--- src/rtl/pll_ctl_pkg.sv ---
// shared constants and types for the pll control link and its two ends
package pll_ctl_pkg;

   localparam int CLK_HZ = 50_000_000;
   localparam int CLK_PERIOD_NS = 20;

   localparam int OUT_COUNT = 6;
   localparam int SEL_W = 3;
   localparam int DIV_W = 7;
   localparam int CNT_W = 10;
   localparam int INT_W = 8;
   localparam int FRAC_W = 12;
   localparam int FRAC_ONE = 4096;

   // one clk_i tick stands for one eighth of a vco period
   localparam int PHASES_PER_VCO = 8;
   localparam int STEP_MIN_VCO = 4;
   localparam int STEP_TICKS = PHASES_PER_VCO * STEP_MIN_VCO;
   localparam int STEP_CNT_W = 5;

   localparam int LOCK_TIME_MS = 16;
   localparam int LOCK_CYCLES_DEFAULT = LOCK_TIME_MS * (CLK_HZ / 1000);
   localparam int LOCK_W = 24;

   localparam int SETUP_TIME_NS = 5;
   localparam int SETUP_CYCLES_RAW = (SETUP_TIME_NS + CLK_PERIOD_NS - 1) / CLK_PERIOD_NS;
   localparam int SETUP_CYCLES = (SETUP_CYCLES_RAW < 1) ? 1 : SETUP_CYCLES_RAW;

   localparam int RST_TIME_US = 1000;
   localparam int RST_CYCLES_DEFAULT = RST_TIME_US * (CLK_HZ / 1_000_000);
   localparam int RST_W = 16;

   localparam logic DIR_DELAY = 1'h0;
   localparam logic DIR_ADVANCE = 1'h1;
   localparam logic [SEL_W-1:0] SEL_NONE = 3'h7;

   localparam int SPREAD_MIN_BP = 100;
   localparam int SPREAD_STEP_BP = 25;
   localparam logic [2:0] SPREAD_CODE_MAX = 3'h4;
   localparam int TRI_STEPS = 64;
   localparam int TRI_W = 6;
   localparam int SPREAD_FMAX_HZ = 200_000;
   localparam int SPREAD_FMIN_DHZ = 244_200;
   localparam int SPREAD_CYC_MIN_RAW = (CLK_HZ + 2 * TRI_STEPS * SPREAD_FMAX_HZ - 1)
                                       / (2 * TRI_STEPS * SPREAD_FMAX_HZ);
   localparam logic [3:0] SPREAD_CYC_MIN = 4'(SPREAD_CYC_MIN_RAW);
   localparam logic [3:0] SPREAD_CYC_MAX = 4'((CLK_HZ * 10) / (2 * TRI_STEPS * SPREAD_FMIN_DHZ));

   typedef enum logic [1:0] {
      LOCK_ACQUIRE = 2'b00,
      LOCK_HELD = 2'b01
   } lock_state_type;

   typedef enum logic [2:0] {
      CTL_IDLE = 3'b000,
      CTL_SETUP = 3'b001,
      CTL_STEP_LOW = 3'b010,
      CTL_STEP_HIGH = 3'b011,
      CTL_RESET = 3'b100
   } ctl_state_type;

endpackage

--- src/rtl/pll_link_if.sv ---
// link between the pll control device end and the fabric end
`timescale 1ns/1ps
interface pll_link_if;
   import pll_ctl_pkg::*;
   logic [SEL_W-1:0] shift_output_select;
   logic shift_direction;
   logic shift_step_pulse_n;
   logic [OUT_COUNT-1:0] gate_enable;
   logic pll_reset;
   logic lock;
   logic [OUT_COUNT-1:0] out_clock;

   modport device (
      input shift_output_select,
      input shift_direction,
      input shift_step_pulse_n,
      input gate_enable,
      input pll_reset,
      output lock,
      output out_clock
   );

   modport fabric (
      output shift_output_select,
      output shift_direction,
      output shift_step_pulse_n,
      output gate_enable,
      output pll_reset,
      input lock,
      input out_clock
   );
endinterface

--- src/rtl/pll_device_end.sv ---
// pll lock, phase step, fractional feedback and output gating logic
`timescale 1ns/1ps
module pll_device_end
   import pll_ctl_pkg::*;
#(
   parameter int LOCK_CYCLES = LOCK_CYCLES_DEFAULT
)(
   input wire logic clk_i,
   input wire logic rst_n_i,
   input wire logic ce_i,
   input wire logic sticky_lock_i,
   input wire logic bypass_i,
   input wire logic reference_valid_i,
   input wire logic feedback_valid_i,
   input wire logic [OUT_COUNT-1:0] output_active_i,
   input wire logic [SEL_W-1:0] feedback_output_i,
   input wire logic [OUT_COUNT-1:0][DIV_W-1:0] output_divider_setting_i,
   input wire logic frac_enable_i,
   input wire logic [INT_W-1:0] feedback_integer_i,
   input wire logic [FRAC_W-1:0] feedback_fraction_i,
   input wire logic spread_enable_i,
   input wire logic spread_down_i,
   input wire logic [2:0] spread_depth_code_i,
   input wire logic [3:0] spread_step_cycles_i,
   output logic [INT_W-1:0] feedback_divide_o,
   pll_link_if.device link
);

   typedef struct packed {
      lock_state_type lock_state;
      logic [LOCK_W-1:0] lock_cnt;
      logic lock_out;
      logic step_n_prev;
      logic step_pend;
      logic [STEP_CNT_W-1:0] step_cnt;
      logic [SEL_W-1:0] step_sel;
      logic step_dir;
      logic [OUT_COUNT-1:0][CNT_W-1:0] cnt;
      logic [OUT_COUNT-1:0] gate;
      logic [OUT_COUNT-1:0] clk_out;
      logic [FRAC_W-1:0] sd_acc;
      logic [INT_W-1:0] fb_div;
      logic [TRI_W-1:0] tri_pos;
      logic tri_fall;
      logic [3:0] tri_timer;
   } dev_state_type;

   dev_state_type q;
   dev_state_type d;

   // output period in ticks: eight per vco cycle times the divide ratio
   function automatic logic [CNT_W:0] tick_period(input logic [DIV_W-1:0] div);
      tick_period = {({1'b0, div} + 8'h01), 3'h0};
   endfunction

   function automatic logic [CNT_W:0] tick_half(input logic [DIV_W-1:0] div);
      tick_half = {1'b0, ({1'b0, div} + 8'h01), 2'h0};
   endfunction

   ////////////////////////////////////////////////////////////////////////////
   always_comb
   begin
      logic clocks_ok;
      logic fall;
      logic fire;
      logic [CNT_W:0] period;
      logic [CNT_W:0] half;
      logic [CNT_W:0] cur;
      logic [CNT_W:0] nxt;
      logic raw_now;
      logic raw_next;
      logic allowed;
      logic [2:0] code;
      logic [3:0] step_cyc;
      int span;
      int offset;
      int total;
      logic [FRAC_W:0] sum;
      clocks_ok = reference_valid_i & feedback_valid_i;
      fall = 1'b0;
      fire = 1'b0;
      period = '0;
      half = '0;
      cur = '0;
      nxt = '0;
      raw_now = 1'b0;
      raw_next = 1'b0;
      allowed = 1'b0;
      code = '0;
      step_cyc = '0;
      span = 0;
      offset = 0;
      total = 0;
      sum = '0;
      d = q;

      // lock acquisition and loss
      case (q.lock_state)
         LOCK_ACQUIRE:
         begin
            if (!clocks_ok)
               d.lock_cnt = '0;
            else if (q.lock_cnt == LOCK_W'(LOCK_CYCLES - 1))
            begin
               d.lock_state = LOCK_HELD;
               d.lock_out = 1'b1;
            end
            else
               d.lock_cnt = q.lock_cnt + 1'b1;
         end
         LOCK_HELD:
         begin
            // sticky mode ignores clock loss until the next pll reset
            if (!sticky_lock_i && !clocks_ok)
            begin
               d.lock_state = LOCK_ACQUIRE;
               d.lock_out = 1'b0;
               d.lock_cnt = '0;
            end
         end
         default:
         begin
            d.lock_state = LOCK_ACQUIRE;
            d.lock_out = 1'b0;
            d.lock_cnt = '0;
         end
      endcase

      // phase step capture; edges during the wait are not taken
      d.step_n_prev = link.shift_step_pulse_n;
      fall = q.step_n_prev & ~link.shift_step_pulse_n;
      fire = q.step_pend & (q.step_cnt == '0);
      if (q.step_pend)
      begin
         if (fire)
            d.step_pend = 1'b0;
         else
            d.step_cnt = q.step_cnt - 1'b1;
      end
      else if (fall)
      begin
         d.step_pend = 1'b1;
         d.step_cnt = STEP_CNT_W'(STEP_TICKS - 1);
         d.step_sel = link.shift_output_select;
         d.step_dir = link.shift_direction;
      end

      // output dividers, phase moves and glitchless gates
      for (int i = 0; i < OUT_COUNT; i++)
      begin
         period = tick_period(output_divider_setting_i[i]);
         half = tick_half(output_divider_setting_i[i]);
         cur = {1'b0, q.cnt[i]};
         raw_now = cur < half;
         nxt = (cur >= period - 1'b1) ? '0 : cur + 1'b1;
         if (fire && q.step_sel == SEL_W'(i) && feedback_output_i != q.step_sel)
         begin
            if (q.step_dir == DIR_DELAY)
               nxt = cur;
            else if (cur + 2'h2 >= period)
               nxt = cur + 2'h2 - period;
            else
               nxt = cur + 2'h2;
         end
         d.cnt[i] = nxt[CNT_W-1:0];
         raw_next = nxt < half;
         allowed = output_active_i[i] &
                   (link.gate_enable[i] | (feedback_output_i == SEL_W'(i)));
         if (allowed && !q.gate[i] && raw_now && !raw_next)
            d.gate[i] = 1'b1;
         else if (!allowed && !raw_next)
            d.gate[i] = 1'b0;
         d.clk_out[i] = raw_next & d.gate[i];
      end

      // triangle profile for spread spectrum
      step_cyc = spread_step_cycles_i;
      if (step_cyc < SPREAD_CYC_MIN)
         step_cyc = SPREAD_CYC_MIN;
      else if (step_cyc > SPREAD_CYC_MAX)
         step_cyc = SPREAD_CYC_MAX;
      if (!spread_enable_i)
      begin
         d.tri_pos = '0;
         d.tri_fall = 1'b0;
         d.tri_timer = '0;
      end
      else if (q.tri_timer != '0)
         d.tri_timer = q.tri_timer - 1'b1;
      else
      begin
         d.tri_timer = step_cyc - 1'b1;
         if (!q.tri_fall)
         begin
            if (q.tri_pos == TRI_W'(TRI_STEPS - 1))
               d.tri_fall = 1'b1;
            else
               d.tri_pos = q.tri_pos + 1'b1;
         end
         else if (q.tri_pos == '0)
            d.tri_fall = 1'b0;
         else
            d.tri_pos = q.tri_pos - 1'b1;
      end

      // one shared feedback divider moves every output at once
      code = (spread_depth_code_i > SPREAD_CODE_MAX) ? SPREAD_CODE_MAX : spread_depth_code_i;
      span = ((SPREAD_MIN_BP + SPREAD_STEP_BP * int'(code)) * int'(feedback_integer_i)
              * FRAC_ONE) / 10000;
      offset = (span * int'(q.tri_pos)) / TRI_STEPS;
      total = int'({feedback_integer_i, feedback_fraction_i});
      if (spread_enable_i)
         total = total - offset + (spread_down_i ? 0 : span / 2);
      if (total < 0)
         total = 0;
      if (frac_enable_i || spread_enable_i)
      begin
         sum = {1'b0, q.sd_acc} + {1'b0, total[FRAC_W-1:0]};
         d.sd_acc = sum[FRAC_W-1:0];
         d.fb_div = INT_W'(total[FRAC_W+:INT_W] + {{(INT_W-1){1'b0}}, sum[FRAC_W]});
      end
      else
      begin
         d.sd_acc = '0;
         d.fb_div = feedback_integer_i;
      end

      // bypass keeps the dividers running through a pll reset
      if (link.pll_reset)
      begin
         d.lock_state = LOCK_ACQUIRE;
         d.lock_out = 1'b0;
         d.lock_cnt = '0;
         d.step_pend = 1'b0;
         d.sd_acc = '0;
         if (!bypass_i)
         begin
            d.cnt = '0;
            d.clk_out = '0;
         end
      end
   end

   ////////////////////////////////////////////////////////////////////////////
   always_ff @(posedge clk_i or negedge rst_n_i)
   begin
      if (!rst_n_i)
         q <= '0;
      else if (ce_i)
         q <= d;
   end

   assign link.lock = q.lock_out;
   assign link.out_clock = q.clk_out;
   assign feedback_divide_o = q.fb_div;

endmodule // pll_device_end

--- src/flat_wrapper.sv ---
// flat-port wrapper written by rule: the top's interface ports become plain ports
module pll_device_end_flat import pll_ctl_pkg::*;
#(
   parameter int LOCK_CYCLES = LOCK_CYCLES_DEFAULT
)
  (clk_i, rst_n_i, ce_i, sticky_lock_i, bypass_i, reference_valid_i, feedback_valid_i, output_active_i, feedback_output_i, output_divider_setting_i, frac_enable_i, feedback_integer_i, feedback_fraction_i, spread_enable_i, spread_down_i, spread_depth_code_i, spread_step_cycles_i, feedback_divide_o, link_shift_output_select, link_shift_direction, link_shift_step_pulse_n, link_gate_enable, link_pll_reset, link_lock, link_out_clock);
  pll_link_if link_i ();
  input wire logic clk_i;
  input wire logic rst_n_i;
  input wire logic ce_i;
  input wire logic sticky_lock_i;
  input wire logic bypass_i;
  input wire logic reference_valid_i;
  input wire logic feedback_valid_i;
  input wire logic [OUT_COUNT-1:0] output_active_i;
  input wire logic [SEL_W-1:0] feedback_output_i;
  input wire logic [OUT_COUNT-1:0][DIV_W-1:0] output_divider_setting_i;
  input wire logic frac_enable_i;
  input wire logic [INT_W-1:0] feedback_integer_i;
  input wire logic [FRAC_W-1:0] feedback_fraction_i;
  input wire logic spread_enable_i;
  input wire logic spread_down_i;
  input wire logic [2:0] spread_depth_code_i;
  input wire logic [3:0] spread_step_cycles_i;
  output logic [INT_W-1:0] feedback_divide_o;
  input wire logic [$bits(link_i.shift_output_select)-1:0] link_shift_output_select;
  input wire logic [$bits(link_i.shift_direction)-1:0] link_shift_direction;
  input wire logic [$bits(link_i.shift_step_pulse_n)-1:0] link_shift_step_pulse_n;
  input wire logic [$bits(link_i.gate_enable)-1:0] link_gate_enable;
  input wire logic [$bits(link_i.pll_reset)-1:0] link_pll_reset;
  output wire logic [$bits(link_i.lock)-1:0] link_lock;
  output wire logic [$bits(link_i.out_clock)-1:0] link_out_clock;
  assign link_i.shift_output_select = link_shift_output_select;
  assign link_i.shift_direction = link_shift_direction;
  assign link_i.shift_step_pulse_n = link_shift_step_pulse_n;
  assign link_i.gate_enable = link_gate_enable;
  assign link_i.pll_reset = link_pll_reset;
  assign link_lock = link_i.lock;
  assign link_out_clock = link_i.out_clock;
  pll_device_end #(.LOCK_CYCLES(LOCK_CYCLES)) u_core (.clk_i(clk_i), .rst_n_i(rst_n_i), .ce_i(ce_i), .sticky_lock_i(sticky_lock_i), .bypass_i(bypass_i), .reference_valid_i(reference_valid_i), .feedback_valid_i(feedback_valid_i), .output_active_i(output_active_i), .feedback_output_i(feedback_output_i), .output_divider_setting_i(output_divider_setting_i), .frac_enable_i(frac_enable_i), .feedback_integer_i(feedback_integer_i), .feedback_fraction_i(feedback_fraction_i), .spread_enable_i(spread_enable_i), .spread_down_i(spread_down_i), .spread_depth_code_i(spread_depth_code_i), .spread_step_cycles_i(spread_step_cycles_i), .feedback_divide_o(feedback_divide_o), .link(link_i));
endmodule
--- config.mk ---
export PLATFORM = sky130hd
export DESIGN_NAME = pll_device_end_flat
export DESIGN_NICKNAME = d
export VERILOG_FILES = /design/src/rtl/pll_ctl_pkg.sv /design/src/rtl/pll_link_if.sv /design/src/rtl/pll_device_end.sv /design/src/flat_wrapper.sv
export SDC_FILE = /design/constraint.sdc
export NUM_CORES = 1
export LEC_CHECK = 0
export ABC_AREA = 1
export BUFFER_PORTS_ARGS = -buffer_cell sky130_fd_sc_hd__buf_2
export CORE_ASPECT_RATIO = 0.7
export CORE_MARGIN = 3
export CORE_UTILIZATION = 60
export CTS_BUF_LIST = sky130_fd_sc_hd__clkbuf_4 sky130_fd_sc_hd__clkbuf_8
export CTS_CLUSTER_SIZE = 8
export DETAILED_ROUTE_END_ITERATION = 7
export PLACE_DENSITY = 0.82
export SYNTH_ARGS = -nofsm -noshare
export SYNTH_HDL_FRONTEND = slang
export SYNTH_SLANG_ARGS = --single-unit
export TNS_END_PERCENT = 5
--- constraint.sdc ---
create_clock -name clk_i -period 14.9 [get_ports clk_i]
set_input_delay 1.49 -clock clk_i [delete_from_list [all_inputs] [get_ports clk_i]]
set_output_delay 1.49 -clock clk_i [all_outputs]
set_load 0.01 [all_outputs]
Word level (Yosys, flattened, before mapping)
Cells that the tools add are included.

word-level totals
  register bits = 141
  input port bits = 100
  output and inout port bits = 15
  word-level logic and storage cells = 284

cells by class
  add/subtract/negate cells = 43
  $mul = 3
  div/mod/pow operators = 1
  $lt $le $gt $ge = 28
  equality and inequality tests = 22
  multiplexer cells = 69
  bitwise gates (word level) = 25
  reduce and logical (&&, ||, !) cells = 72

operators with widths
  kind                    count
  $mux 11                 25
  $mux 60                 2
  $add 10x1->11 const B   6
  $add 10x2->11 const B   6
  $ge 10x11->1            6
  $ge 11x11->1            6
  $lt 11x10->1            6
  $sub 11x1->11 const B   6
  $sub 11x11->11          6
  $add 32x1->32           2
  $mux 32                 2
  $lt 10x10->1            6
  $mux 27                 2
  $pmux 27 s2             1
  $add 7x1->8 const B     6
  $mux 24                 2
  $mux 20                 2
  $logic_and 1x1->1       37
  $add 32x32->32          1
  $add 8x32->32 const A   1
  $div 32x15->32 const B  1
  $lt 32x1->1 const B     1
  $mul 32x7->32           1
  $mul 32x9->20           1
  other kinds (47)        128

Longest topological paths before layout
Gate-level depths: netlist of run 1.

  depth in word-level cells = 19
  mapped depth = 236
  depth with buffers taken out = 229

Worst setup path after synthesis of run 1
No wires, ideal clock.

  kind = input to register
  start = in spread_depth_code_i[2]
  end = reg u_core.q (netlist bit u_core.feedback_divide_o[7])
  setup time = 0.123 ns
  data arrival time = 29.466 ns
  data required time = 14.777 ns
  slack = -14.689 ns
  cell stages on the path = 218
  path buffers = 12
  path through = clkbuf_1 inv_1 nand2_1 inv_1 ha_1 ha_1 ha_1 nor2_1 a21boi_0 nand2_1 fa_1 fa_1 inv_1 fa_1 inv_1 fa_1 inv_1 ha_1 (+182 left out) a21oi_1 nor2_1 nor2_1 inv_1 a21oi_1 inv_1 nand2_1 nand2_1 a21o_1 ha_1 nand3_1 nor2_1 inv_1 nor2_1 nand3_1 xor2_1 o21ai_0 nand2_1

on the way
  word-level cells in the longest chain between the ends = 18
  elaborated cells on any way between the ends = 21
  classes of those cells = add/sub: 7; mul: 3; div: 1; order compare: 2; mux: 5; bitwise: 2; reduce/logical: 1

RTL lines
  element                           line                   text
  start, declared                   flat_wrapper.sv:23     input wire logic [2:0] spread_depth_code_i;
  $gt 3x3->1                        pll_device_end.sv:207  code = (spread_depth_code_i > SPREAD_CODE_MAX) ? SPREAD_CODE_MAX : spread_depth_code_i;
  $mux 3 *                          pll_device_end.sv:207
  $mul 5x3->8 *                     pll_device_end.sv:208  span = ((SPREAD_MIN_BP + SPREAD_STEP_BP * int'(code)) * int'(feedback_integer_i)
  $add 8x32->32 *                   pll_device_end.sv:208
  $mul 32x9->20 *                   pll_device_end.sv:208
  $div 32x15->32 *                  pll_device_end.sv:209  * FRAC_ONE) / 10000;
  $mul 32x7->32                     pll_device_end.sv:210  offset = (span * int'(q.tri_pos)) / TRI_STEPS;
  $reduce_or 6->1 (no source line)  --
  (+2 left out)                     --
  $sub 21x32->32                    pll_device_end.sv:213  total = total - offset + (spread_down_i ? 0 : span / 2);
  $add 32x32->32 *                  pll_device_end.sv:213
  $mux 32 *                         pll_device_end.sv:212  if (spread_enable_i)
  $lt 32x1->1                       pll_device_end.sv:214  if (total < 0)
  $mux 20 *                         pll_device_end.sv:214
  $add 12x12->13                    pll_device_end.sv:218  sum = {1'b0, q.sd_acc} + {1'b0, total[FRAC_W-1:0]};
  $add 8x1->8 *                     pll_device_end.sv:220  d.fb_div = INT_W'(total[FRAC_W+:INT_W] + {{(INT_W-1){1'b0}}, sum[FRAC_W]});
  $mux 20 *                         pll_device_end.sv:216  if (frac_enable_i || spread_enable_i)
  end signal, assigned              pll_device_end.sv:248  q <= '0;
  end signal, assigned              pll_device_end.sv:250  q <= d;
  end, declared                     pll_device_end.sv:48   dev_state_type q;

Mark *: on every way between the ends. The rest lies on a longest branch, timed or not.
A chain may end at the register's enable or synchronous reset.

Final worst setup path of run 1
  start = in spread_depth_code_i[2]
  end = reg u_core.q[29] (netlist bit)

on the way
  word-level cells in the longest chain between the ends = 18
  elaborated cells on any way between the ends = 21
  classes of those cells = add/sub: 6; mul: 3; div: 1; order compare: 2; mux: 6; bitwise: 2; reduce/logical: 1

RTL lines
  element                           line                   text
  $gt 3x3->1                        pll_device_end.sv:207
  $mux 3 *                          pll_device_end.sv:207
  $mul 5x3->8 *                     pll_device_end.sv:208
  $add 8x32->32 *                   pll_device_end.sv:208
  $mul 32x9->20 *                   pll_device_end.sv:208
  $div 32x15->32 *                  pll_device_end.sv:209
  $mul 32x7->32                     pll_device_end.sv:210
  $reduce_or 6->1 (no source line)  --
  (+2 left out)                     --
  $sub 21x32->32                    pll_device_end.sv:213
  $add 32x32->32 *                  pll_device_end.sv:213
  $mux 32 *                         pll_device_end.sv:212
  $lt 32x1->1                       pll_device_end.sv:214
  $mux 20 *                         pll_device_end.sv:214
  $add 12x12->13 *                  pll_device_end.sv:218
  $mux 20 *                         pll_device_end.sv:216
  $mux 18 *                         pll_device_end.sv:229  if (link.pll_reset)

Marks and branches as above.

==> results by group, run 1 <==
Die
  • FP Rows: 70
  • IO Count: 115
  • Starting density of the core: 61.1%
  • Die area: 56500 µm²
  • Die width: roughly 280 µm
  • Core Footprint: about 53000 µm²
  • Chip Height: 200 µm

STA
  • Slew @ Worst Pin: 1130 ps
  • Setup_tns: -250500 ps
  • Max-slew violation count: 0
  • Period utilization: 191%
  • # setup viols final: 20
  • Max transition margin: 24.5%
  • Fmax: approximately 0.035 GHz
  • Worst setup margin: -13590 ps
  • Final Hold Vio Count: 0
  • Clk_skew: roughly 20 ps
  • Final Critical Period: 28490 ps
  • WHS: 478 ps
  • RSZ-0062 raised after global routing: true

Worst setup path
  • Critical Path Max Stage Delay: approximately 540 ps
  • CP Max Fanout: 8
  • CP Data Required Time: 15260 ps
  • CP endpoint kind: flop
  • Flop-to-flop setup slack: just over 3000 ps
  • Critical path class: input pin to flop
  • CP arrival: about 29000 ps
  • Setup crit start kind: input pin
  • Worst path slowest cell: fa_1

Synth
  • Async S/R FF share, synth: 100%
  • Sequential area share after synthesis: a little over a tenth
  • Most used DFF post-synth: dfrtp_1
  • Post-Synthesis Cells: 4832
  • Yosys reg bits: 139
  • Netlist cell types: 74
  • Average instance area after synthesis: 6.66 µm²
  • Ys Warns: 0
  • Post-Synthesis Net Count: 5439
  • Mapped cell area: 32200 µm²
  • Post-synth EDFFs: 0

Routing
  • DR vias/cell: between 5 and 6
  • Post-DR wirelength/cell: 16.6 µm
  • Pre-antenna DRT Iters: 6
  • Starting DRT DRC Count: 3983
  • Number of remaining DRC errors: 0
  • Post-route ant nets: 0
  • Vias: 36400
  • WL final: 105000 µm

Clock tree
  • Worst skew pair latency: about 490 ps
  • # H-tree levels: 4
  • Clock sink count: 139
  • Clock Pin Slew Worst Setup and Hold Paths: around 80 ps
  • Clk buf depth: 2
  • Root buffer cell: clkbuf_8
  • TritonCTS clock tree: built
  • Inserted Clock Buffers: 17

Placement
  • HPWL Detailed: 77400 µm
  • Port bufs: 114
  • Gp weighted congestion: 1.01
  • Placed inst area: 38000 µm²

Final layout
  • Final net count: 6236
  • Synth-to-layout area growth: 27.5%
  • Final Instance Area: 41000 µm²
  • Share of layout cells above drive strength 1: 28.2%

GRT
  • Gr usage total: 36.1%
  • Initial antenna violation count: 7
  • Largest net degree at the start of global routing: 88
  • First-pass GRT wire length: 169000 µm
  • Vias in the first global route: 34700
  • GRT Residual Overflow: 0

Outcome
  • Status: complete, but fails checks
  • Failing checks: setup timing

Flow run
  • Max-cap violations: 0

Worst hold path
  • Min-delay worst type: flop to flop
logic make-up (layout without fill, tap and decap cells):
group / count (synthesis) / count (layout) / share of synthesized area (%)
and+or+nand+nor: 2271 / 2278 / 34.3
buffers and inverters: 928 / 1731 / 11.8
AOI/OAI and AO/OA: 736 / 736 / 13.4
adders and majority gates: 507 / 507 / 22.8
xor gates and xnor gates: 251 / 251 / 6.88
DFF: 139 / 139 / 10.8
other: 0 / 7 / 0
layout by cell type, fill, tap and decap left out, types with 52 or more instances in the layout:
cell / instances
nand2_4: 89
buf_4: 728
nand3_1: 284
nor2_1: 377
fa_1: 129
o22ai_1: 59
nand2_1: 944
inv_1: 723
xor2_1: 177
ha_1: 347
nand4_1: 63
dfrtp_1: 138
nand2_2: 204
o21ai_0: 226
nand3_2: 60
buf_2: 113
a21oi_1: 219
nor3_1: 52
xnor2_1: 68
inv_2: 79
routing by layer:
metal	global-route usage (%)	wire (µm)	share of wire, %	up-vias
met5	0	0	0	-
met4	11.5	3420	3.2	0
met3	8.08	11100	10	330
met2	55.8	45600	43	1972
met1	50.2	45300	43	16800
li1	-	-	-	17300
critical path, delay by kind of cell:
kind / cells / cell delay, ps
simple gates: 110 / 11280
fa+ha+maj: 22 / 6880
buf+inv: 55 / 5010
compound gates: 24 / 3720
xor+xnor: 2 / 370
cell usage after synthesis, types with 49 or more instances:
cell / instances / area share [%]
dfrtp_1: 139 / 11
nand2_2: 155 / 3.0
nor2_1: 411 / 4.8
nor3_1: 55 / 0.86
inv_2: 49 / 0.57
o21ai_0: 248 / 3.9
ha_1: 377 / 15
inv_1: 754 / 8.8
a21oi_1: 239 / 3.7
nand3_1: 333 / 5.2
xor2_1: 181 / 4.9
nand2_4: 68 / 2.4
nand4_1: 63 / 1.2
nand2_1: 1014 / 12
clkbuf_1: 60 / 0.70
fa_1: 130 / 8.1
xnor2_1: 68 / 1.9
o22ai_1: 60 / 1.2
final cells by class:
cell class,instances,area [µm²]
clock inverter,14,180
antenna,7,17.5
timing repair buffer,875,6500
multi-input combinational,3772,26500
fill,3534,11600
tap,720,901
clock buffer,18,248
inverter,824,3150
sequential,139,3480
registers in the layout (all words and copies together) (netlist names):
signal                    cells
u_core.link.lock              1
u_core.feedback_divide_o      8
u_core.link.out_clock         6
u_core.q                    124
path summary, 6_finish.rpt:
check                                                        start  cells after the start                                      end
setup / recovery                            spread_depth_code_i[2]                    213                 u_core.q[29]$_DFFE_PN0P_
hold / removal             u_core.feedback_divide_o[4]$_DFFE_PN0P_                      2  u_core.feedback_divide_o[4]$_DFFE_PN0P_
setup reg to reg                           u_core.q[9]$_DFFE_PN0P_                     67                 u_core.q[29]$_DFFE_PN0P_
hold reg to reg            u_core.feedback_divide_o[4]$_DFFE_PN0P_                      2  u_core.feedback_divide_o[4]$_DFFE_PN0P_
max in group asynchronous                                  rst_n_i                      2                  u_core.q[0]$_DFFE_PN0P_
min in group asynchronous                                  rst_n_i                      1                 u_core.q[92]$_DFFE_PN0P_
timing repair:
item / CTS / global route
hold buffers: 0 / 0
gates cloned: 8 / 0
gates resized for setup: 310 / 61
setup buffers: 114 / 9
setup endpoints to repair: 20 / 20
pin swaps: 256 / 56
metrics by stage:
stage,instances,setup slack [ps],utilization (%)
floorplan,4832,-13440,-
global placement,6200,-13040,72.3
CTS,6354,-12170,77.3
detailed placement,6200,-14190,72.3
finish,6369,-13590,77.9
global route,6369,-15170,77.9
Power of run 1 is not shown: default switching activity piles up to over one toggle a cycle in this logic, so the estimate is an artifact.
==> run 2: changes to the inputs <==
--- a/config.mk
+++ b/config.mk
@@ -13,7 +13,7 @@
 export CTS_BUF_LIST = sky130_fd_sc_hd__clkbuf_4 sky130_fd_sc_hd__clkbuf_8
 export CTS_CLUSTER_SIZE = 8
 export DETAILED_ROUTE_END_ITERATION = 7
-export PLACE_DENSITY = 0.82
+export PLACE_DENSITY = 0.84
 export SYNTH_ARGS = -nofsm -noshare
 export SYNTH_HDL_FRONTEND = slang
 export SYNTH_SLANG_ARGS = --single-unit
==> constraint.sdc (replaced) <==
create_clock -name clk_i -period 28.3 [get_ports clk_i]
set_input_delay 2.83 -clock clk_i [delete_from_list [all_inputs] [get_ports clk_i]]
set_output_delay 2.83 -clock clk_i [all_outputs]
set_load 0.01 [all_outputs]
==> run 2 against run 1 <==
The flow finishes with violations (DRC, setup timing). Hold slack improved by 12 ps. Non-clock buffer count decreased by 189. Critical endpoint is now u_core.feedback_divide_o[6]$_DFFE_PN0P_. Count of clock-buffer cells in the layout increased by 3. Critical path type unchanged. Global-route usage decreased by 3.4 points. Wire length decreased by 11%. Sequential share of layout area increased by 0.60 points. Highest routed layer is now met5. First-iteration DRC count decreased by 14%.
==> results by group, run 2 (synthesis results as in run 1) <==
Worst setup path
  • Critical Path Max Stage Delay: 560 ps
  • CP Data Required Time: 28660 ps
  • CP Max Fanout: 9
  • CP bufs+invs: 53
  • Worst path slowest cell: fa_1
  • Cell repeated most along the worst path: nand2_1
  • Critical path class: input pin to flop
  • Setup crit start kind: input pin
  • Cell family with most CP delay: simple AND/OR/NAND/NOR gates
  • CP endpoint kind: flop
  • CP arrival: about 30000 ps

Die
  • Chip Height: roughly 200 µm
  • Core Footprint: 52600 µm²
  • Die width: 283 µm
  • Die area: 56500 µm²
  • Starting density of the core: slightly above 60%
  • FP Rows: 70
  • IO Count: 115

Clock tree
  • Clock Pin Slew Worst Setup and Hold Paths: 80 ps
  • Inserted Clock Buffers: 17
  • Worst skew pair latency: 480 ps
  • Clock sink count: about 140
  • TritonCTS clock tree: built
  • Root buffer cell: clkbuf_8
  • Clk buf depth: 2
  • # H-tree levels: 4

Routing
  • WL final: 93800 µm
  • Post-route ant nets: 0
  • Number of remaining DRC errors: 11
  • Post-DR wirelength/cell: 15.2 µm
  • Pre-antenna DRT Iters: 8
  • Vias: 34400
  • DR vias/cell: 5.57
  • DR top layer: met5
  • Detail Route met2 WL: 39400 µm
  • Starting DRT DRC Count: about 3400
  • Met1 WL: ~43000 µm
  • Met3 routed WL: 9960 µm

Final layout
  • Commonest non-fill, non-tap cell in the layout: nand2_1
  • Fill cell count: 4055
  • Reg with most FFs: u_core.q
  • Largest register FFs: ~120
  • Final net count: 6042
  • Share of layout cells above drive strength 1: 22.0%
  • Post-route insts no fill: roughly 6200
  • Final core occ: 72.8%
  • Most frequent cells in the layout: nand2_1 (1002), inv_1 (748), buf_4 (560)
  • Synth-to-layout area growth: 19.1%
  • Final Instance Area: 38300 µm²

GRT
  • Initial antenna violation count: 6
  • Gr usage total: 32.6%
  • Vias in the first global route: 32000
  • GRT Residual Overflow: 0
  • Largest net degree at the start of global routing: 78
  • First-pass GRT wire length: about 150000 µm

STA
  • Slew @ Worst Pin: 1210 ps
  • WHS: 491 ps
  • Clk_skew: 17.1 ps
  • Max transition margin: 18.9%
  • # setup viols final: 14
  • RSZ-0062 raised after global routing: true
  • Worst setup margin: -1560 ps
  • Fmax: 0.0335 GHz
  • Max-slew violation count: 0
  • Final Critical Period: 29860 ps
  • Period utilization: 106%
  • Final Hold Vio Count: 0

Flow run
  • Max-cap violations: 0

Placement
  • HPWL Detailed: 76400 µm
  • Inst Count DP: 6117
  • Port bufs: 114
  • Gp weighted congestion: approximately 0.99
  • Placed inst area: 37400 µm²

Outcome
  • Failing checks: DRC, setup timing
  • Status: complete, but fails checks

Worst hold path
  • Min-delay worst type: flop to flop
==> run 2: stage by stage <==
step           TNS [ps]  setup slack, ps
2_1_floorplan    -11480            -1380
3_3_place_gp      -6650             -949
3_5_place_dp     -21160            -2100
4_1_cts           -8760            -1230
5_1_grt          -52480            -3790
6_report         -14000            -1560
==> run 2: routing by layer <==
metal / GRT usage, % / up-vias
met5: 0 / -
met4: 5.78 / 2
met3: 6.40 / 169
met2: 49.8 / 1640
met1: 48.3 / 15700
li1: - / 16900
==> run 2: layout make-up <==
cell class / instances / area [µm²] / share of cell area, %
clock buffer: 21 / 277 / 0.722
clock inverter: 11 / 136 / 0.356
multi-input combinational: 3767 / 25400 / 66.3
antenna: 4 / 10.0 / 0.0261
timing repair buffer: 686 / 4960 / 12.9
sequential: 139 / 3480 / 9.08
inverter: 824 / 3150 / 8.22
tap: 720 / 901 / 2.35
==> run 2: repair_timing <==
action / in CTS / in global routing
gates cloned: 2 / 0
hold buffers: 0 / 0
endpoints found under the setup margin: 15 / 20
buffers inserted: 9 / 8
pin swaps: 11 / 28
resized for setup: 25 / 62
==> run 2: path summary, 6_finish.rpt <==
path | from | end | slack (ps) | depth (start not counted)
max | spread_depth_code_i[2] | u_core.feedback_divide_o[6]$_DFFE_PN0P_ | -1560 | 216
min | u_core.link.out_clock[4]$_DFFE_PN0P_ | u_core.link.out_clock[4]$_DFFE_PN0P_ | 490 | 1
max reg2reg | u_core.q[9]$_DFFE_PN0P_ | u_core.feedback_divide_o[6]$_DFFE_PN0P_ | 17150 | 66
min reg2reg | u_core.link.out_clock[4]$_DFFE_PN0P_ | u_core.link.out_clock[4]$_DFFE_PN0P_ | 490 | 1
max in group asynchronous | rst_n_i | u_core.link.lock$_DFFE_PN0P_ | 24560 | 2
min in group asynchronous | rst_n_i | u_core.q[85]$_DFFE_PN0P_ | 2380 | 1
Power of run 2 is left out for the same reason.
